--- src/hw/dscs_pkg.sv ---
// Purpose: shared constants and types of the dac serial command slave
// Assumes: one clock domain, hclk at 250 MHz
// Notes:   register offsets are byte addresses on the ahb-lite bus
package dscs_pkg;
  // ------------------------------------------------------------
  // bus register map
  // ------------------------------------------------------------
  localparam logic [7:0] OFS_DAC    = 8'h00;   // dac register and power-down
  localparam logic [7:0] OFS_INPUT  = 8'h04;   // input register
  localparam logic [7:0] OFS_CTRL   = 8'h08;   // slave enable
  localparam logic [7:0] OFS_STATUS = 8'h0C;   // link state
  localparam logic [7:0] OFS_MASK   = 8'hFC;   // decoded address bits

  // ------------------------------------------------------------
  // reset values and field positions
  // ------------------------------------------------------------
  localparam logic [9:0] RST_CODE   = 10'h000; // register contents at reset
  localparam logic [1:0] RST_PD     = 2'h0;    // powered up at reset
  localparam logic       RST_EN     = 1'b1;    // slave listens at reset
  localparam int         POS_PD     = 16;      // power-down field in OFS_DAC
  localparam int         POS_GATED  = 0;       // status: clock gated away
  localparam int         POS_BUSY   = 1;       // status: frame in progress
  localparam logic [3:0] BITS_BYTE  = 4'h8;    // bits before an ack slot
  // upper six address bits; value is arbitrary
  localparam logic [5:0] ADDR_UPPER = 6'h15;

  // ------------------------------------------------------------
  // commands (upper nibble of the command byte)
  // ------------------------------------------------------------
  localparam logic [3:0] CMD_LOAD_BOTH = 4'hC;
  localparam logic [3:0] CMD_LOAD_IN   = 4'hD;
  localparam logic [3:0] CMD_LOAD_SWAP = 4'hE;
  localparam logic [3:0] CMD_UPDATE    = 4'hF;
  localparam logic [1:0] CMD_GRP_READ  = 2'h2;
  localparam logic [1:0] CMD_GRP_PD    = 2'h1;

  // protocol states, gray along idle-rx-ack-tx-txack
  typedef enum logic [2:0] {
    ST_IDLE  = 3'h0,
    ST_RX    = 3'h1,
    ST_ACK   = 3'h3,
    ST_TX    = 3'h2,
    ST_TXACK = 3'h6,
    ST_GATED = 3'h4
  } dscs_state_e;

  // a complete two-byte write frame
  typedef struct packed {
    logic [3:0] cmd;                           // command_bit_3..0
    logic [9:0] data;                          // dac_data_msb..lsb
    logic [1:0] sub;                           // sub_bit_hi, sub_bit_lo
  } dscs_frame_s;

  // ahb address phase held for the data phase
  typedef struct packed {
    logic       wr;
    logic [7:0] ofs;
  } dscs_aphase_s;
endpackage

--- src/hw/dscs_top.sv ---
// Purpose: two-wire serial slave and command decoder of a 10-bit dac
// Assumes: scl and sda arrive synchronous to hclk; hclk far above scl
// Notes:   sda is open drain: sda_oe high pulls the line low via sda_o
//
// Chosen here: the AHB-Lite interface to the registers and the placing of the registers.
`timescale 1ns/1ps
`default_nettype none

module dscs_top (
  input  wire logic        hclk,
  input  wire logic        hresetn,
  input  wire logic        hsel,
  input  wire logic [31:0] haddr,
  input  wire logic [1:0]  htrans,
  input  wire logic        hwrite,
  input  wire logic [2:0]  hsize,
  input  wire logic [31:0] hwdata,
  input  wire logic        hready,
  output logic      [31:0] hrdata,
  output logic             hreadyout,
  output logic             hresp,
  input  wire logic        scl_i,
  input  wire logic        sda_i,
  output logic             sda_o,
  output logic             sda_oe,
  input  wire logic        addr_sel,
  output logic      [9:0]  dac_code,
  output logic      [1:0]  powerdown_sel,
  output logic             scl_gated
);

  // ------------------------------------------------------------
  // declarations
  // ------------------------------------------------------------
  dscs_pkg::dscs_state_e  st_q;        // protocol state
  dscs_pkg::dscs_frame_s  frame;       // assembled write frame
  dscs_pkg::dscs_aphase_s ap_q;        // latched address phase
  logic       scl_q, sda_q;            // previous pin samples
  logic [7:0] rx_q;                    // receive shifter
  logic [7:0] tx_q;                    // transmit shifter
  logic [7:0] hi_q;                    // first byte of write frame
  logic [3:0] cnt_q;                   // bits seen in this byte
  logic [1:0] idx_q;                   // 0 address, 1 first, 2 second
  logic       rw_q;                    // direction of this frame
  logic       start_hi_q;              // start seen in this scl high
  logic       busy_q;                  // between start and stop
  logic       en_q;                    // slave enable from software
  logic [9:0] inp_q, dac_q;            // input and dac registers
  logic [1:0] pd_q;                    // power-down select
  logic       gated_q;                 // clock gated after mismatch
  logic       sda_oe_q;                // ack or data low drive
  logic [31:0] rdata_q;                // read data for the data phase
  logic       rise, fall, start, stop; // bus events
  logic       commit;                  // one-cycle register load

  // ------------------------------------------------------------
  // functions
  // ------------------------------------------------------------
  // own address check; general call and ten-bit headers never match
  function automatic logic addr_ok(input logic [6:0] a, input logic sel);
    addr_ok = (a == {dscs_pkg::ADDR_UPPER, sel})
              && (a != 7'h00)
              && (a[6:2] != 5'h1E);
  endfunction

  // register offset of a bus address; shared by the write latch
  // and the read mux so the two decodes can never disagree
  function automatic logic [7:0] reg_ofs(input logic [7:0] a);
    reg_ofs = a & dscs_pkg::OFS_MASK;
  endfunction

  // read-back byte: dac bits in write-frame positions
  function automatic logic [7:0] rd_byte(input logic [9:0] d, input logic second);
    rd_byte = second ? {d[5:0], 2'h0} : {4'h0, d[9:6]};
  endfunction

  // ------------------------------------------------------------
  // bus event detection
  // ------------------------------------------------------------
  assign rise  = scl_i & ~scl_q;
  assign fall  = ~scl_i & scl_q;
  assign start = scl_i & scl_q & sda_q & ~sda_i & en_q;
  // a stop inside the pulse of its own start is not legal
  assign stop  = scl_i & scl_q & ~sda_q & sda_i & ~start_hi_q;
  assign frame = {hi_q, rx_q};

  // commit only at the falling edge closing the second byte's ack;
  // stop or start earlier simply never reaches this term
  assign commit = fall && (st_q == dscs_pkg::ST_ACK)
                  && (idx_q == 2'h2) && !rw_q;

  // pin samples, used as the previous level for edges
  always_ff @(posedge hclk or negedge hresetn) begin
    if (!hresetn) begin
      scl_q <= 1'b1;
      sda_q <= 1'b1;
    end else begin
      scl_q <= scl_i;
      sda_q <= sda_i;
    end
  end

  // start within the current scl high pulse
  always_ff @(posedge hclk or negedge hresetn) begin
    if (!hresetn) begin
      start_hi_q <= 1'b0;
    end else if (start) begin
      start_hi_q <= 1'b1;
    end else if (fall) begin
      start_hi_q <= 1'b0;
    end
  end

  // ------------------------------------------------------------
  // serial protocol engine
  // ------------------------------------------------------------
  // edges only act outside idle and gated: that is the core clock gate
  always_ff @(posedge hclk or negedge hresetn) begin
    if (!hresetn) begin
      st_q     <= dscs_pkg::ST_IDLE;
      rx_q     <= 8'h00;
      tx_q     <= 8'h00;
      hi_q     <= 8'h00;
      cnt_q    <= 4'h0;
      idx_q    <= 2'h0;
      rw_q     <= 1'b0;
      busy_q   <= 1'b0;
      gated_q  <= 1'b0;
      sda_oe_q <= 1'b0;
    end else if (start) begin
      // fresh frame, any partial write is dropped
      st_q     <= dscs_pkg::ST_RX;
      gated_q  <= 1'b0;
      cnt_q    <= 4'h0;
      idx_q    <= 2'h0;
      busy_q   <= 1'b1;
      sda_oe_q <= 1'b0;
    end else if (stop) begin
      st_q     <= dscs_pkg::ST_IDLE;
      busy_q   <= 1'b0;
      sda_oe_q <= 1'b0;
    end else begin
      case (st_q)
        dscs_pkg::ST_RX: begin
          if (rise) begin
            rx_q  <= {rx_q[6:0], sda_i};
            cnt_q <= cnt_q + 4'h1;
          end else if (fall && cnt_q == dscs_pkg::BITS_BYTE) begin
            if (idx_q != 2'h0) begin
              sda_oe_q <= 1'b1;
              st_q     <= dscs_pkg::ST_ACK;
            end else if (addr_ok(rx_q[7:1], addr_sel)) begin
              rw_q     <= rx_q[0];
              sda_oe_q <= 1'b1;
              st_q     <= dscs_pkg::ST_ACK;
            end else begin
              gated_q  <= 1'b1;
              st_q     <= dscs_pkg::ST_GATED;
            end
          end
        end
        dscs_pkg::ST_ACK: begin
          if (fall) begin
            cnt_q <= 4'h0;
            if (rw_q) begin
              // direction turns after the address ack
              tx_q     <= rd_byte(dac_q, 1'b0);
              // first byte opens with a zero pad bit: line stays pulled
              sda_oe_q <= 1'b1;
              idx_q    <= 2'h1;
              st_q     <= dscs_pkg::ST_TX;
            end else begin
              sda_oe_q <= 1'b0;
              if (idx_q == 2'h1) begin
                hi_q <= rx_q;
              end
              // continuous writes: pairs repeat until stop
              idx_q <= (idx_q == 2'h1) ? 2'h2 : 2'h1;
              st_q  <= dscs_pkg::ST_RX;
            end
          end
        end
        dscs_pkg::ST_TX: begin
          // bits leave msb first, changed only while scl is low
          if (rise) begin
            cnt_q <= cnt_q + 4'h1;
          end else if (fall) begin
            if (cnt_q == dscs_pkg::BITS_BYTE) begin
              sda_oe_q <= 1'b0;                                // release for ack
              st_q     <= dscs_pkg::ST_TXACK;
            end else begin
              tx_q     <= {tx_q[6:0], 1'b0};
              sda_oe_q <= ~tx_q[6];
            end
          end
        end
        dscs_pkg::ST_TXACK: begin
          if (rise) begin
            if (sda_i || idx_q == 2'h2) begin
              // nack or end of word: wait for stop or start
              st_q <= dscs_pkg::ST_IDLE;
            end else begin
              tx_q  <= rd_byte(dac_q, 1'b1);
              idx_q <= 2'h2;
            end
          end else if (fall) begin
            cnt_q    <= 4'h0;
            sda_oe_q <= ~tx_q[7];
            st_q     <= dscs_pkg::ST_TX;
          end
        end
        dscs_pkg::ST_IDLE: begin
          // no frame for us: scl edges are ignored until a start
          st_q <= dscs_pkg::ST_IDLE;
        end
        dscs_pkg::ST_GATED: begin
          st_q <= dscs_pkg::ST_GATED;
        end
        default: begin
          st_q <= dscs_pkg::ST_IDLE;
        end
      endcase
    end
  end

  // ------------------------------------------------------------
  // input, dac and power-down registers
  // ------------------------------------------------------------
  // power-down never touches the code registers, so wake-up restores
  always_ff @(posedge hclk or negedge hresetn) begin
    if (!hresetn) begin
      inp_q <= dscs_pkg::RST_CODE;
      dac_q <= dscs_pkg::RST_CODE;
      pd_q  <= dscs_pkg::RST_PD;
    end else if (commit) begin
      // the frame is complete here; decode its command nibble
      case (frame.cmd)
        dscs_pkg::CMD_LOAD_BOTH: begin
          inp_q <= frame.data;
          dac_q <= frame.data;
        end
        dscs_pkg::CMD_LOAD_IN: begin
          inp_q <= frame.data;
        end
        dscs_pkg::CMD_LOAD_SWAP: begin
          inp_q <= frame.data;
          dac_q <= inp_q;
        end
        dscs_pkg::CMD_UPDATE: begin
          dac_q <= inp_q;
        end
        default: begin
          if (frame.cmd[3:2] == dscs_pkg::CMD_GRP_PD) begin
            pd_q <= frame.data[9:8];
          end
          // read request group and 00xx leave everything alone
        end
      endcase
    end
  end

  // ------------------------------------------------------------
  // ahb-lite slave, zero wait states
  // ------------------------------------------------------------
  // address phase: latch write target, prepare read data
  always_ff @(posedge hclk or negedge hresetn) begin
    if (!hresetn) begin
      ap_q    <= '0;
      rdata_q <= 32'h0000_0000;
    end else if (hsel && hready && htrans[1]) begin
      ap_q.wr  <= hwrite;
      ap_q.ofs <= reg_ofs(haddr[7:0]);
      case (reg_ofs(haddr[7:0]))
        dscs_pkg::OFS_DAC:    rdata_q <= {14'h0000, pd_q, 6'h00, dac_q};
        dscs_pkg::OFS_INPUT:  rdata_q <= {22'h000000, inp_q};
        dscs_pkg::OFS_CTRL:   rdata_q <= {31'h00000000, en_q};
        dscs_pkg::OFS_STATUS: rdata_q <= {30'h00000000, busy_q, gated_q};
        default:              rdata_q <= 32'h0000_0000; // unmapped reads zero
      endcase
    end else begin
      ap_q.wr <= 1'b0;
    end
  end

  // data phase write; only the enable is writable
  always_ff @(posedge hclk or negedge hresetn) begin
    if (!hresetn) begin
      en_q <= dscs_pkg::RST_EN;
    end else if (ap_q.wr && ap_q.ofs == dscs_pkg::OFS_CTRL) begin
      en_q <= hwdata[0];
    end
  end

  // ------------------------------------------------------------
  // output flops
  // ------------------------------------------------------------
  // every pin leaves from a flop; sda_o fixed low for open drain
  always_ff @(posedge hclk or negedge hresetn) begin
    if (!hresetn) begin
      hreadyout     <= 1'b1;
      hresp         <= 1'b0;
      sda_o         <= 1'b0;
      sda_oe        <= 1'b0;
      dac_code      <= dscs_pkg::RST_CODE;
      powerdown_sel <= dscs_pkg::RST_PD;
      scl_gated     <= 1'b0;
    end else begin
      hreadyout     <= 1'b1;
      hresp         <= 1'b0;
      sda_o         <= 1'b0;
      sda_oe        <= sda_oe_q;
      dac_code      <= dac_q;
      powerdown_sel <= pd_q;
      scl_gated     <= gated_q;
    end
  end

  // read data register is itself the output flop
  assign hrdata = rdata_q;

  // hsize is accepted as word only; unused bits kept visible here
  logic unused_ok;
  assign unused_ok = &{1'b0, hsize, haddr[31:8], hwdata[31:1], frame.sub};

endmodule

`default_nettype wire

--- config.mk ---
export PLATFORM = sky130hd
export DESIGN_NAME = dscs_top
export DESIGN_NICKNAME = d
export VERILOG_FILES = /design/src/hw/dscs_pkg.sv /design/src/hw/dscs_top.sv
export SDC_FILE = /design/constraint.sdc
export NUM_CORES = 1
export LEC_CHECK = 0
export BUFFER_PORTS_ARGS = -buffer_cell sky130_fd_sc_hd__buf_4
export CORE_MARGIN = 2
export CORE_UTILIZATION = 45
export CTS_CLUSTER_SIZE = 24
export DETAILED_ROUTE_END_ITERATION = 7
export GPL_TIMING_DRIVEN = 0
export PLACE_DENSITY = 0.72
export SYNTH_ARGS = -nofsm -noshare
export SYNTH_HDL_FRONTEND = slang
export SYNTH_SLANG_ARGS = --single-unit
--- constraint.sdc ---
create_clock -name hclk -period 2.1 [get_ports hclk]
set_input_delay 0.21 -clock hclk [delete_from_list [all_inputs] [get_ports hclk]]
set_output_delay 0.21 -clock hclk [all_outputs]
set_load 0.1 [all_outputs]
# Word-level counts from Yosys, hierarchy flattened
# Index checks and enable logic that the tools add are counted.
[totals]
ff_bits = 116
wordCells = 197
out_inout_bits = 49
[classes]
addsub = 1
n_reduce_logical = 39
n_eq_ne = 46
mux = 65
bitwise = 22
[op_table]
columns = ["cell", "count"]
rows = [
  ["$pmux 18 s4", 1],
  ["$mux 8", 7],
  ["$mux 3", 13],
  ["$ne 4x4->1 const B", 8],
  ["$mux 1", 25],
  ["$pmux 8 s3", 1],
  ["$eq 4x4->1 const B", 5],
  ["$mux 4", 5],
  ["$ne 2x2->1 const B", 10],
  ["$ne 5x5->1 const B", 4],
  ["$pmux 10 s2", 1],
  ["$eq 6x2->1 const B", 3],
  ["$mux 2", 8],
  ["$pmux 3 s5", 1],
  ["$not 1->1", 13],
  ["$ne 3x3->1 const B", 4],
  ["$pmux 4 s3", 1],
  ["$reduce_and 6->1", 2],
  ["$reduce_bool 2->1", 6],
  ["$reduce_and 10->1", 1],
  ["$and 1x1->1", 9],
  ["$logic_and 1x1->1", 9],
  ["$reduce_and 9->1", 1],
  ["$logic_not 8->1", 1],
  ["other kinds (27)", 34],
]

# Depth between registers and ports, before layout
[logic_depth]
depth_word = 10
depth_mapped = 8
depth_no_buf = 7

# Least setup slack after synthesis
# Ideal clock, no wire load.
[synth_timing]
path_type = "register to register"
start = "reg scl_q"
end = "reg tx_q[1]"
setup_slack_ns = 0.036
setup_ns = 0.125
arrival_ns = 1.940
period_less_slack_ns = 2.064
t_required_ns = 1.975
path_stages_with_launch = 9
n_path_buf = 1
cell_sequence = "dfstp_2 -> inv_1 -> ha_1 -> clkbuf_1 -> nand2b_1 -> nor2_1 -> o31ai_1 -> a211oi_4 -> mux2_2"
[synth_between]
elab_chain_len = 6
elab_cells_between_ends = 17
[synth_rtl]
columns = ["item", "line", "rtl"]
rows = [
  ["start: declaration", "dscs_top.sv:38", "logic scl_q, sda_q;"],
  ["start signal: assignment", "dscs_top.sv:98", "scl_q <= scl_i;"],
  ["$and 1x1->1", "dscs_top.sv:82, dscs_top.sv:84", ""],
  ["$and 1x1->1, on equally long branches (3 in series)", "dscs_top.sv:84, dscs_top.sv:82", ""],
  ["$not 1->1 (no source line)", "--", ""],
  ["$reduce_and 10->1 (no source line) (*)", "--", ""],
  ["end signal: assignment", "dscs_top.sv:167", "tx_q <= rd_byte(dac_q, 1'b0);"],
  ["end signal: assignment", "dscs_top.sv:192", "tx_q <= {tx_q[6:0], 1'b0};"],
  ["end signal: assignment", "dscs_top.sv:203", "tx_q <= rd_byte(dac_q, 1'b1);"],
  ["end: declaration", "dscs_top.sv:40", "logic [7:0] tx_q;"],
]
# Mark *: on every way between the ends. The rest lies on a longest branch, timed or not.
# A chain may end at the register's enable or synchronous reset.

# Worst setup path in the final report
[layout_timing]
start = "reg scl_q"
end = "reg tx_q[5]"
# The elaborated chain is that of the path after synthesis.

==> impl_metrics.ini <==
[logic_synthesis]
yosysTopAreaCellShare_pct = 50.4
synth_compound_area_share_pct = 8.43
synth_edf_count = 0
synth_seq_area_share_pct = 52.1
synthMuxAreaShare_pct = 20.0
synthFlopType = dfrtp_1
ys_async_sr_fraction_pct = 100
yosysWarnings = 0
syn_area_um2 = 4620
synth_seq_cells = 96
syn-mean-instance-area_um2 = 12.0
yosys.area_share.adder_pct = 1.36
synth_top_family_by_area = multiplexers
yosys-top-cells-area = dfrtp_1, mux2_2, mux2i_1
ys_types = 58
synth-xor-area-share_pct = 0.380
synth_area_leader_cell = dfrtp_1
synth_cells = 385
synthSimpleGateAreaFrac_pct = 11.8

[global_route]
grt_pass1_wl_um = 15800
grt_remaining_overflow = 0
grt_pass1_vias = 3105
grt_max_degree = 97
antenna_found_initial = 0
grt_use_total_pct = 18.0

[run]
drv_cap = 0

[route]
drc = 0
drt-total-wl_um = 9750
drtIter0Drc = 239
dr.pass1.iters = 6
wire_per_inst_um = 15.8
dr_total_vias = 3194
vias_per_cell = 5.19
final_antenna_net_count = 0

[floorplan]
die-area_um2 = 11100
core_area_um2 = 9860
start_util_pct = 46.8
row_count = 36
fp.dieH_um = 105
io_pins = 126
dieWidth_um = 105

[timing]
slew_headroom_pct = 21.2
timing.fmax_mhz = 492
tightest_slew_ns = 1.18
finalClockSkew_ns = 0.0132
slew_violations = 0
final.min_clock_period_ns = 2.03
fin_crit_sh_pct = 96.8
report.final.setup_viol = 0
finalHoldViolCount = 0

[clock_tree]
clock_sinks = 96
clockRootBuffer = clkbuf_8
clock_latency_ns = 0.36
clk_path_buf_depth = 2
htreeDepth = 3
numCtsBuffers = 9
clk_pin_slew_ns = 0.10
cts_tree = yes

[cells_and_area]
final_cell_mix = dfrtp_1, buf_4, mux2_2
n_antenna_cell = 0
drive_gt1_share_pct = 39.5
design_area_um2 = 5590
final_common_cell = dfrtp_1
n_fill_cell = 841
areaGrowthSynthToFinish_pct = 21.2
final_nets = 560
instances_no_fill = 616

[placed_design]
place.gp.congestion = 0.877
placed_area_um2 = 5170
hpwl_um = 6490
dp.cells = 580
port_buffers = 41

[critical_path]
critical-path-top-delay-family = simple AND/OR/NAND/NOR gates
cp_num_buf_inv = 1
cp_max_fo = 8
slowest_delay_ns = 0.40
end_kind = flip-flop
critPathRequiredTime_ns = 2.34
crit_type = flip-flop to flip-flop
crit_slowest_cell = dfstp_2
worstPathArrival_ns = 2.28
cp-start-kind = flip-flop
crit_chain = ha_1 -> and4bb_2 -> nor2_4 -> o31ai_1 -> a211oi_4 -> buf_12 -> mux2_2

[pwr]
p_leak_uw = 0.00273
power.density_nw_per_um2 = 621
max-vdd-ir-drop_mv = 0.304

[worst_hold_path]
worstHoldPathType = primary input to asynchronous set/reset pin

[status]
status = complete, no violations
==> cell usage after synthesis, types with 2 or more instances <==
cell,number
dfrtp_1,93
mux2_2,59
nand2_1,30
o21ai_0,24
buf_4,23
nor2_1,19
mux2i_1,18
nand3_1,11
inv_1,10
clkbuf_1,8
a21oi_1,7
ha_1,5
mux2_1,5
nand2b_1,5
buf_2,4
nor2b_1,4
a211oi_1,3
dfstp_2,3
nand3b_1,3
o31ai_1,3
a21oi_4,2
a22o_1,2
a22oi_1,2
conb_1,2
nand4b_1,2
nor3b_1,2
nor4_1,2
o21a_1,2
or2_2,2
xnor2_1,2
==> report_power, final <==
part | total (uW) | switching (uW) | leakage, uW | internal, uW
registers | 1910 | 24.8 | 0.00130 | 1890
logic | 447 | 315 | 0.00135 | 133
clock network | 1120 | 668 | 0.0000814 | 448
==> layout make-up <==
cell class	instances	area (um^2)	share of cell area (%)
multi-input cells	264	2090	37.4
flip-flops and latches	96	2410	43.0
inverters	10	37.5	0.671
plain buffers	34	221	3.96
clock buffers	10	128	2.28
clock inverters	6	51.3	0.917
well taps	133	166	2.98
repair buffers	63	490	8.77
==> logic make-up after synthesis <==
logic type	Yosys count
flops	96
simple gates	95
mux	83
compound gates	56
buf+inv	46
fa+ha+maj	5
other cells	2
xor+xnor	2
==> worst paths after layout <==
path	from	end	slack (ns)	cells after the start
min reg2reg	sda_oe_q$_DFFE_PN0P_	sda_oe$_DFF_PN0_	0.39	0
max	scl_q$_DFF_PN1_	tx_q[5]$_DFFE_PN0P_	0.07	7
min	hresetn	cnt_q[1]$_DFFE_PN0P_	0.07	1
min in group hclk	hwrite	ap_q[8]$_DFF_PN0_	0.08	3
max in group asynchronous	hresetn	st_q[1]$_DFFE_PN0P_	1.19	1
max reg2reg	scl_q$_DFF_PN1_	tx_q[5]$_DFFE_PN0P_	0.07	7
==> state kept, by name, summed over array words and instances (netlist names), 2 cells and up <==
| name | flops |
|---|---|
| ap_q | 7 |
| cnt_q | 4 |
| dac_code | 10 |
| dac_q | 10 |
| hi_q | 8 |
| hrdata | 12 |
| idx_q | 2 |
| inp_q | 10 |
| pd_q | 2 |
| powerdown_sel | 2 |
| rx_q | 8 |
| st_q | 3 |
| tx_q | 8 |
==> routing by layer <==
| metal | track usage (%) | up-vias | wire length (um) |
|---|---|---|---|
| met2 | 28.7 | 108 | 4730 |
| met3 | 3.40 | 19 | 471 |
| met1 | 24.8 | 1557 | 4370 |
| li1 | - | 1510 | - |
| met5 | 0 | - | 0 |
| met4 | 5.62 | 0 | 170 |
==> what timing repair did <==
item | 4_1_cts | 5_1_grt
resized for setup | 8 | 12
setup endpoints to repair | 37 | 46
pin swaps | 5 | 5
hold endpoints to repair | 2 | 0
buffers inserted | 14 | 6
hold buffers | 2 | 0
==> worst reg2reg max path, stage by stage, from the launching register on <==
cell and delay, ns:
dfstp_2 0.40, ha_1 0.22, and4bb_2 0.30, nor2_4 0.16, o31ai_1 0.13, a211oi_4 0.22
buf_12 0.16, mux2_2 0.33
==> through the flow <==
step,power [uW],utilization (%),setup WS (ns),hold WS [ns],TNS (ns)
final,3470,56.7,0.0681,0.0740,0
after global placement,2360,52.4,-0.228,0.350,-6.38
after floorplan,2260,-,0.0357,-0.0856,0
after global routing,3620,56.7,-0.0194,0.0850,-0.144
after CTS,3480,55.7,0.00367,0.0688,0
after detailed placement,2370,52.4,-0.232,0.354,-7.04
No activity file was read; power rests on OpenSTA's default activity.
